### config.mk
export PLATFORM = sky130hd
export DESIGN_NAME = fsd_serializer
export DESIGN_NICKNAME = d
export VERILOG_FILES = /design/src/fsd_pkg.sv /design/src/fsd_clkgen.sv /design/src/fsd_serializer.sv
export SDC_FILE = /design/constraint.sdc
export NUM_CORES = 1
export LEC_CHECK = 0
export ABC_AREA = 1
export ABC_CLOCK_PERIOD_IN_PS = 1400
export BUFFER_PORTS_ARGS = -buffer_cell sky130_fd_sc_hd__clkbuf_2
export CORE_MARGIN = 3
export CORE_UTILIZATION = 49
export DETAILED_ROUTE_END_ITERATION = 8
export PLACE_DENSITY = 0.91
export SLEW_MARGIN = 0
export SYNTH_ARGS = -nofsm -noshare
export SYNTH_HDL_FRONTEND = slang
export SYNTH_HIERARCHICAL = 1
export SYNTH_SLANG_ARGS = --single-unit
### constraint.sdc
create_clock -name mclk_i -period 1.4 [get_ports mclk_i]
set_input_delay 0.14 -clock mclk_i [delete_from_list [all_inputs] [get_ports mclk_i]]
set_output_delay 0.14 -clock mclk_i [all_outputs]
set_load 0.05 [all_outputs]
### src/fsd_pkg.sv
// shared constants for the fault status dump serializer
package fsd_pkg;
    localparam int FSD_CNT_W = 4;
    localparam logic [3:0] FSD_CNT_PRESET = 4'h7;
    localparam logic [3:0] FSD_CNT_LAST = 4'h4;
    localparam int FSD_SYS_CLK_HZ = 10_000_000;
    localparam int FSD_STAT_CLK_HZ = 250_000;
    localparam int FSD_HALF_DIV = FSD_SYS_CLK_HZ / (2 * FSD_STAT_CLK_HZ);
    localparam int FSD_DUMP_PERIODS = 13;
    localparam int FSD_VOLTAGE_MONITOR_N = 12;
    localparam int FSD_LINE0_IO_N = 5;
    localparam int FSD_LINE1_IO_N = 5;
    localparam int FSD_LINE2_IO_N = 5;
endpackage

### src/fsd_clkgen.sv
// divider that makes the 250 kHz status clock and its rising-edge tick
module fsd_clkgen #(
    parameter int HALF_DIV = fsd_pkg::FSD_HALF_DIV
) (
    // clock and reset
    input wire logic mclk_i,
    input wire logic reset_n_i,
    // status clock
    output logic stat_clk_o,
    output logic rise_tick_o
);
    import fsd_pkg::*;

    logic [7:0] div_reg;
    logic stat_clk_reg;
    logic tick_reg;

    always_ff @(posedge mclk_i) begin
        if (!reset_n_i) begin
            div_reg <= 8'h00;
            stat_clk_reg <= 1'b0;
            tick_reg <= 1'b0;
        end else if (div_reg == 8'(HALF_DIV - 1)) begin
            div_reg <= 8'h00;
            stat_clk_reg <= ~stat_clk_reg;
            tick_reg <= ~stat_clk_reg;
        end else begin
            div_reg <= div_reg + 8'h01;
            tick_reg <= 1'b0;
        end
    end

    assign stat_clk_o = stat_clk_reg;
    assign rise_tick_o = tick_reg;
endmodule // fsd_clkgen

### src/fsd_serializer.sv
// fault status dump: counter, status-line decode and status clock
// Behaviour
// - counter held at 7 while dump request high
// - counter counts 8..15,0..4 once per status clock period
// - counting only while dump request is low
// - at count 4 dump request returns high, one dump per fault
// - status clock 250 kHz made inside, drives logic and goes out
// - status lines change on rising status clock edge while counting
// - status lines are decodes of count, one input bit per count
// - whole dump takes 13 status clock periods
// - capture strobe equals counter msb; receiver starts on its rise
// - line zero: monitors 1-4 A/B, then hv outputs 1-4, output 5
// - line one: monitors 5-8 A/B, A at even counts
// - line two: monitors 9-12 A/B, then output 12, inputs 1-4
// - request high at start-up, low on fault until count 4
module fsd_serializer (
    // clock and reset
    input wire logic mclk_i,
    input wire logic reset_n_i,
    // fault request from the monitoring sequence (pin, asynchronous)
    input wire logic fault_i,
    // monitor results, bit k-1 is monitor k
    input wire logic [fsd_pkg::FSD_VOLTAGE_MONITOR_N-1:0] voltage_monitor_a_i,
    input wire logic [fsd_pkg::FSD_VOLTAGE_MONITOR_N-1:0] voltage_monitor_b_i,
    // io status for counts 0..4, per line
    input wire logic [fsd_pkg::FSD_LINE0_IO_N-1:0] line0_io_i,
    input wire logic [fsd_pkg::FSD_LINE1_IO_N-1:0] line1_io_i,
    input wire logic [fsd_pkg::FSD_LINE2_IO_N-1:0] line2_io_i,
    // link to the receiver
    output logic status_clk_o,
    output logic capture_strobe_o,
    output logic status_line_zero_o,
    output logic status_line_one_o,
    output logic status_line_two_o,
    output logic dump_request_n_o,
    output logic [3:0] dump_count_o
);
    import fsd_pkg::*;

    typedef enum logic [1:0] {
        FSD_IDLE = 2'b00,
        FSD_DUMP = 2'b01,
        FSD_WAIT = 2'b10
    } fsd_state_t;

    fsd_state_t state_reg;
    fsd_state_t state_next;
    logic fault_s1_reg;
    logic fault_s2_reg;
    logic stat_clk;
    logic rise_tick;
    logic dump_request_n_reg;
    logic [3:0] count_reg;
    logic status_clk_reg;
    logic strobe_reg;
    logic [2:0] lines_reg;

    // one status line: monitor pair at counts 8..15, io at 0..4
    function automatic logic line_decode(input logic [3:0] cnt,
                                         input logic [3:0] mon_a,
                                         input logic [3:0] mon_b,
                                         input logic [4:0] io);
        logic r;
        r = 1'b0;
        if (cnt[3]) begin
            r = cnt[0] ? mon_b[cnt[2:1]] : mon_a[cnt[2:1]];
        end else if (cnt <= FSD_CNT_LAST) begin
            r = io[cnt[2:0]];
        end
        return r;
    endfunction

    fsd_clkgen #(
        .HALF_DIV(FSD_HALF_DIV)
    ) u_clkgen (
        .mclk_i(mclk_i),
        .reset_n_i(reset_n_i),
        .stat_clk_o(stat_clk),
        .rise_tick_o(rise_tick)
    );

    // fault pin synchroniser
    always_ff @(posedge mclk_i) begin
        if (!reset_n_i) begin
            fault_s1_reg <= 1'b0;
            fault_s2_reg <= 1'b0;
        end else begin
            fault_s1_reg <= fault_i;
            fault_s2_reg <= fault_s1_reg;
        end
    end

    // request sequence: idle, dump, wait for fault to clear
    always_comb begin
        state_next = state_reg;
        case (state_reg)
            FSD_IDLE: begin
                if (fault_s2_reg && rise_tick) begin
                    state_next = FSD_DUMP;
                end
            end
            FSD_DUMP: begin
                if (rise_tick && count_reg == FSD_CNT_LAST) begin
                    state_next = FSD_WAIT;
                end
            end
            FSD_WAIT: begin
                if (!fault_s2_reg) begin
                    state_next = FSD_IDLE;
                end
            end
            default: state_next = FSD_IDLE;
        endcase
    end

    always_ff @(posedge mclk_i) begin
        if (!reset_n_i) begin
            state_reg <= FSD_IDLE;
            dump_request_n_reg <= 1'b1;
        end else begin
            state_reg <= state_next;
            dump_request_n_reg <= (state_next != FSD_DUMP);
        end
    end

    // dump counter, stepped on status clock rising edges
    // preset lands with the rising request, so 4 never steps on to 5
    always_ff @(posedge mclk_i) begin
        if (!reset_n_i) begin
            count_reg <= FSD_CNT_PRESET;
        end else if (dump_request_n_reg || state_next != FSD_DUMP) begin
            count_reg <= FSD_CNT_PRESET;
        end else if (rise_tick) begin
            count_reg <= count_reg + 4'h1;
        end
    end

    // link outputs, all registered
    always_ff @(posedge mclk_i) begin
        if (!reset_n_i) begin
            status_clk_reg <= 1'b0;
            strobe_reg <= 1'b0;
            lines_reg <= 3'h0;
        end else begin
            status_clk_reg <= stat_clk;
            strobe_reg <= count_reg[3];
            lines_reg[0] <= line_decode(count_reg, voltage_monitor_a_i[3:0],
                voltage_monitor_b_i[3:0], line0_io_i);
            lines_reg[1] <= line_decode(count_reg, voltage_monitor_a_i[7:4],
                voltage_monitor_b_i[7:4], line1_io_i);
            lines_reg[2] <= line_decode(count_reg, voltage_monitor_a_i[11:8],
                voltage_monitor_b_i[11:8], line2_io_i);
        end
    end

    assign status_clk_o = status_clk_reg;
    assign capture_strobe_o = strobe_reg;
    assign status_line_zero_o = lines_reg[0];
    assign status_line_one_o = lines_reg[1];
    assign status_line_two_o = lines_reg[2];
    assign dump_request_n_o = dump_request_n_reg;
    assign dump_count_o = count_reg;

    // assertions
    int unsigned run_len_reg;
    always_ff @(posedge mclk_i) begin
        if (!reset_n_i || dump_request_n_reg) begin
            run_len_reg <= 0;
        end else if (rise_tick && state_next == FSD_DUMP) begin
            run_len_reg <= run_len_reg + 1;
        end
    end
endmodule // fsd_serializer

==> out/results.txt, run 1 <==
The detail-routed net length per standard cell was 10.2 um; the post-synthesis register bit count was 24. The worst setup path is launched from a register. Count of final max-slew check failures: 0.

The worst path in the final design needs a cycle of 1340 ps, including I/O delays and setup. The total vias in the final route came out at 1537. The die is 61.0 um tall.

Total count of hold-check failures in the final report: 0. The worst-case register-to-register setup slack is 170 ps. The worst setup path is captured at an output port. After synthesis, the cell types taking the most area are sky130_fd_sc_hd__dfxtp_1, sky130_fd_sc_hd__nand2_1, sky130_fd_sc_hd__inv_1.

The worst register-to-register path ends at lines_reg[2]. The routability congestion estimate from global placement is 0.885, and the final wirelength is 3260 um. Final number of setup-violating endpoints: 0. The worst pin sits at a relative slew slack of 81.1%. The per-cell via count in the routed design is 4.80, and the maximum ir drop on the vdd rail is 0.617 mV. The cell depth of the worst hold path works out to 5.

The tools report the floorplan die area as 3720 sq um. The number of standard-cell rows in the floorplan was 19; the post-synthesis adder-cell area fraction was 1.69%. The later pin in the worst-skew pair is clocked with a latency of 310 ps.

Via count of the first global-routing pass: 1369. The fraction of the cycle the final worst path needs works out to 96.0%. Worst hold path endpoint: lines_reg[1]. The detail route stage leaves a number of antenna-violating nets equal to 0. The run gives 3 as the number of buffers created by CTS. Compared with the post-synthesis result, the final layout area differs by 20.5%. Global routing finished with a remaining overflow of 0. Buffers added to address setup during post-CTS repair amount to 0. Cell at the root of the clock tree: sky130_fd_sc_hd__clkbuf_4.

For the worst setup path, the data required time is 1260 ps. The total negative slack for setup checks was 0 ps; the layout cell share with drive strength beyond 1 was 25.6%. The number of antenna violations at the first check in global routing was 0; the worst-case clock buffer depth was 2. Clock-pin slew was measured on the worst setup and hold paths at 120 ps. The global-route wire length before repair is 5290 um. In the final design database the tool counted 335 nets. In this run the cell area of the synthesized design comes to 1480 sq um. Including well taps, the total number of placed cells is 316. The number of top-level design ports is 52, and the total global-route track usage is 18.1%. For this run, the register share of the synthesized area comes to 32.4%. The fraction of the mapped netlist area in simple logic gates works out to 43.9%. The register with the most flip-flops in the layout has 8 of them.

In this run the biggest area consumer among cell types represents 32.4% of the synthesized area. The die is 61.0 um wide. The worst register-to-register path begins at dump_count_o[1].

Number of port buffers: 51. Hold timing on the final database bottoms out at a slack of 144 ps. Once layout is complete, the cells apart from fillers number 320. The detailed router finished its first iteration with 118 violations. Class of the tightest hold or removal check: in -> reg.

The top fanout value on the critical path came out at 8. The cell type with the highest aggregate area in the netlist is sky130_fd_sc_hd__dfxtp_1. The most common cell after layout, fill and taps aside is sky130_fd_sc_hd__nand2_1.

TritonCTS built the clock tree. The top cell types in the final layout, fill and taps aside, are sky130_fd_sc_hd__nand2_1, sky130_fd_sc_hd__clkbuf_2, sky130_fd_sc_hd__inv_1, sky130_fd_sc_hd__nand3_1, sky130_fd_sc_hd__dfxtp_1. The tools report the total of max-cap violations as 0. Data on the critical path arrives at its endpoint at 1200 ps. After synthesis, the largest family of logic cells by area is simple AND/OR/NAND/NOR gates.

Synthesis produced a netlist with a net count of 281. The cell count of the worst reg-to-reg path is 7. For this design the ratio of total power to cell area is 629 nW/um^2. For this configuration, the core starts out at a cell density of 52.5%. The count of TritonRoute iterations in the first routing pass was 4; the number of DRC violations after detailed routing was 0. Summed over all cells, the static leakage comes to 0.999 nW. 0 antenna diodes ended up in the layout.

Counting distinct cell types in the post-synthesis netlist gives 28. Summing the areas of all compound-gate instances in the mapped netlist gives 5.99% of the synthesized area. The number of warning messages in the yosys log was 6. Across the routed clock network, the largest skew measured is 5.97 ps. Timing would allow up to 744 MHz. The total area inside the core boundary comes to 2830 sq um. The H-tree depth came out at 1. For the pin with the worst max-slew slack, the measured transition is 285 ps. The synthesized netlist devotes 1.77% of its cell area to XOR and XNOR gates. The critical setup path kind is reg -> out.

Instance count of the mapped netlist: 237. In the synthesized netlist, mux cells make up 0% of the area. The worst hold path begins at line1_io_i[4]. Setup repair after global routing left no endpoint under its margin. The CTS sink count came out at 24. Entering global routing, the biggest net connects 14 pins. The detailed placement HPWL was 2600 um. Average size of a mapped cell: 6.26 sq um.

The run finished with clean final reports.
==> power by group <==
| group | internal [mW] | switching [mW] |
|---|---|---|
| sequential | 0.690 | 0.00713 |
| combinational | 0.0698 | 0.0623 |
| clock | 0.101 | 0.194 |
==> final cells by class <==
| type | instances | area [sq um] |
|---|---|---|
| clock buffers | 3 | 22.5 |
| fillers | 270 | 1040 |
| inverters | 42 | 160 |
| multi-input cells | 165 | 792 |
| flip-flops and latches | 24 | 487 |
| well taps | 31 | 38.8 |
| repair buffers | 55 | 288 |
==> routing by layer <==
| metal | track usage [%] | part of all wire [%] | vias to the layer above |
|---|---|---|---|
| li1 | - | - | 824 |
| met1 | 20.9 | 42 | 659 |
| met2 | 34.3 | 50 | 50 |
| met3 | 4.40 | 6.7 | 4 |
| met4 | 2.48 | 0.74 | 0 |
| met5 | 0 | 0 | - |
==> worst max-delay path by stage <==
stage / startpoint / depth (start not counted) / endpoint / slack, ps
2_1_floorplan: dump_count_o[3] / 4 / dump_count_o[1] / 30
3_5_place_dp: dump_count_o[2] / 6 / lines_reg[2] / 150
6_report: dump_count_o[0] / 2 / dump_count_o[0] / 60
3_3_place_gp: dump_count_o[2] / 6 / lines_reg[0] / 180
5_1_grt: dump_count_o[0] / 2 / dump_count_o[0] / 10
4_1_cts: dump_count_o[0] / 2 / dump_count_o[0] / 40
==> Yosys cell counts, drive strengths merged <==
master,n
nor2,21
xnor2,1
o2111ai,1
nand2,90
xor2,2
nand3,25
dfxtp,24
buf,6
o21ai,3
ha,2
nor3,3
or2,1
nand4,2
a21oi,10
inv,42
nand3b,4
==> timing repair <==
item                                   in CTS  in global routing
endpoints found under the hold margin       1                  0
gates resized for setup                     0                  2
setup endpoints to repair                   0                  2
hold buffers                                1                  0
==> logic make-up after synthesis <==
| group | Yosys count |
|---|---|
| simple gates | 146 |
| flops | 24 |
| xor+xnor | 3 |
| fa+ha+maj | 2 |
| compound gates | 14 |
| buf+inv | 48 |
==> metrics by stage <==
step	setup slack (ps)	power (mW)	area (sq um)	util [%]
6_report	55.7	1.12	1790	63.2
5_1_grt	11.7	1.17	1790	63.2
4_1_cts	37.7	1.14	1790	63.1
3_5_place_dp	151	0.844	1750	62.0
3_3_place_gp	181	0.843	1750	62.0
2_1_floorplan	28.2	0.775	1490	-
==> critical path, stage by stage (launching register included) <==
cell,delay (ps)
sky130_fd_sc_hd__dfxtp_2,440
sky130_fd_sc_hd__buf_4,180
sky130_fd_sc_hd__buf_2,260
Note: power is estimated with default switching activity, not from simulation.
==> inputs of run 2 (changes only) <==
Settings changed: RECOVER_POWER set to 100.
==> out/results.txt, run 2 (synthesis results as in run 1) <==
The critical setup path kind is reg -> out. For the global-route wire length before repair, the log shows 5290 um. Once the floorplan was initialized, standard cells occupied 52.5% of the core. The routability congestion estimate from global placement is 0.885, and the total negative slack for setup checks is 0 ps. The detail-routed net length per standard cell is 10.2 um. Fill cells in the final layout number 276. The critical path ends at dump_count_o[0]. The logs give 1 for the H-tree depth and 3270 um for the final wirelength.

At the end of the flow the core is filled with cells to 62.7%. The count of cell instances traversed by the critical path was 2; the core area was 2830 sq um. The endpoint identified for the worst register-to-register timing path is dump_count_o[1]. In this run the tool buffered the top-level ports with 51 buffer cells. In this run the worst setup path begins at dump_count_o[0]. Entering global routing, the biggest net connects 14 pins. The most common cell after layout, fill and taps aside was sky130_fd_sc_hd__nand2_1. Derived from the worst setup path, the maximum achievable clock frequency is 744 MHz. The worst setup path is launched from a register. The final layout contains 335 nets. The run finished with clean final reports. The tools report the number of buffers created by CTS as 3. The cell with the largest stage delay on the worst path is sky130_fd_sc_hd__dfxtp_2. The x dimension of the die is 61.0 um. The total count of hold-check failures in the final report came out at 0. met2 is the most crowded layer. Leaving out fill and tap cells, the most frequent cells in the layout are sky130_fd_sc_hd__nand2_1, sky130_fd_sc_hd__clkbuf_2, sky130_fd_sc_hd__inv_1, sky130_fd_sc_hd__nand3_1, sky130_fd_sc_hd__dfxtp_1. The floorplan has 19 rows. The completed layout was analyzed and its total power is 1.13 mW.

Of the total power, registers draw 62.0%. For the worst setup path, the data required time is 1260 ps. Before antenna repair, the detailed router went through 4 iterations. Clock tree synthesis found a total of 24 sinks. For the power dissipated by switching net loads, the log shows 0.265 mW.

TritonCTS built the clock tree. The count of antenna diodes in the layout was 0. The multi-input combinational cells in the finished layout cover a total of 781 sq um. Once detail routing completed, the nets flagged for antenna violations numbered 0.

After global routing the overflow that remains totals 0. For the pin with the worst max-slew slack, the measured transition is 599 ps. The logs give 1750 sq um for the placement-stage cell area and 320 for the filler-free cell count of the finished design. The detailed router finished its first iteration with 109 violations. Across all layers, the routed design uses 1547 vias.

The per-cell via count in the routed design is 4.83, and the number of top-level design ports is 52. Part of the total power dissipated in the clock network: 26.3%. For the worst setup path, the data arrival time is 1200 ps. The area growth from synthesis to layout works out to 19.5%. Measured in cells, the most critical reg-to-reg path has a length of 6. The floorplan die area is 3720 sq um.

The analysis attributes to cell leakage a power of 0.989 nW. The final number of setup-violating endpoints is 0. The final critical path takes up 96.0% of the cycle. Setup repair after global routing left no endpoint under its margin. Cell at the root of the clock tree: sky130_fd_sc_hd__clkbuf_4. Buffering stage count on the worst path with inverters included: 2. The number of buffers added for setup after CTS is 0. The clock period could shrink to 1340 ps. The power per cell area came out at 635 nW/um^2. Global routing used 34.3% of the available met2 tracks. The number of flip-flops under the largest register name is 8.

Traced cell by cell, the critical path runs through buf_4 -> buf_2. Along the worst path, the maximum fanout reaches 8. Global routing used 18.1% of the available tracks. STA classifies the critical path endpoint as an output port. The die is 61.0 um tall. The clock passes through at most 2 buffers. The layout cell share with drive strength beyond 1 was 24.2%.

For this run, global-route usage on met3 was measured as 4.40%. For the number of antenna violations at the first check in global routing, the log shows 0. Across the VDD grid, the largest voltage drop is 0.602 mV. For the count of final max-slew check failures, the log shows 0. Delay of the slowest cell on the worst path: 440 ps. Via count of the first global-routing pass: 1369. After routing the design area is 1770 sq um.

Internal power comes to 0.861 mW. The wire-length estimate of the detail-placed layout is 2600 um. The clock tree skew after final layout is 1.97 ps, and the met1 track demand over resource is 20.9%. The clock latency on the worst-skew pair came out at 310 ps. Net switching is 23.5% of the power. The cell family contributing the most delay on the critical path is flip-flops. CTS clock-pin slew for the worst setup and hold paths: 120 ps.

Including well taps, the total number of placed cells is 316. Registers take 487 sq um. Headroom to the max-slew limit came out at 60.3%.

The startpoint identified for the worst register-to-register timing path is dump_count_o[2]. The setup check on the worst reg-to-reg path leaves a slack of 130 ps. In this run the worst hold path is classified as in -> reg.

The combinational power share is 11.7%. The total of max-cap violations came out at 0. The tools report the number of DRC violations after detailed routing as 0.
[run 2: through the flow]
step,setup WS [ps],hold WS (ps)
3_3_place_gp,181,326
2_1_floorplan,28.2,233
6_report,56.2,139
5_1_grt,10.4,166
4_1_cts,37.7,141
3_5_place_dp,151,329
[run 2: worst min-delay path, stage by stage]
cell and delay [ps]:
sky130_fd_sc_hd__clkbuf_2 80, sky130_fd_sc_hd__nand2_1 50, sky130_fd_sc_hd__nand2_1 50, sky130_fd_sc_hd__nand2_1 50
sky130_fd_sc_hd__a21oi_1 50
[run 2: timing repair]
item,in CTS,in global routing
hold endpoints to repair,1,0
setup endpoints to repair,0,2
resized for setup,0,2
hold buffers,1,0
[run 2: worst min-delay path by stage]
| stage | from | depth (start not counted) | to | slack [ps] |
|---|---|---|---|---|
| 4_1_cts | line1_io_i[4] | 5 | lines_reg[1] | 140 |
| 5_1_grt | reset_n_i | 2 | dump_request_n_o | 170 |
| 6_report | line1_io_i[4] | 5 | lines_reg[1] | 140 |
| 3_3_place_gp | fault_i | 3 | fault_s1_reg | 330 |
| 3_5_place_dp | fault_i | 3 | fault_s1_reg | 330 |
| 2_1_floorplan | reset_n_i | 2 | fault_s1_reg | 230 |
[run 2: layer usage]
metal | wire length [um] | part of all wire (%) | vias up
li1 | - | - | 824
met2 | 1640 | 50 | 51
met1 | 1400 | 43 | 669
met3 | 221 | 6.8 | 3
met4 | 14 | 0.43 | 0
met5 | 0 | 0 | -
[run 2: final cells by class]
cell class              count  area share [%]
multi-input cells         165            44.0
flip-flops and latches     24            27.5
repair buffers             55            16.0
inverters                  42            9.03
well taps                  31            2.19
clock buffers               3            1.27
[run 2: power groups by stage]
stage	combinational (mW)	sequential, mW	clock (mW)
2_1_floorplan	0.0614	0.713	0
3_3_place_gp	0.128	0.715	0
3_5_place_dp	0.129	0.715	0
4_1_cts	0.133	0.700	0.305
5_1_grt	0.150	0.700	0.318
6_report	0.132	0.698	0.296
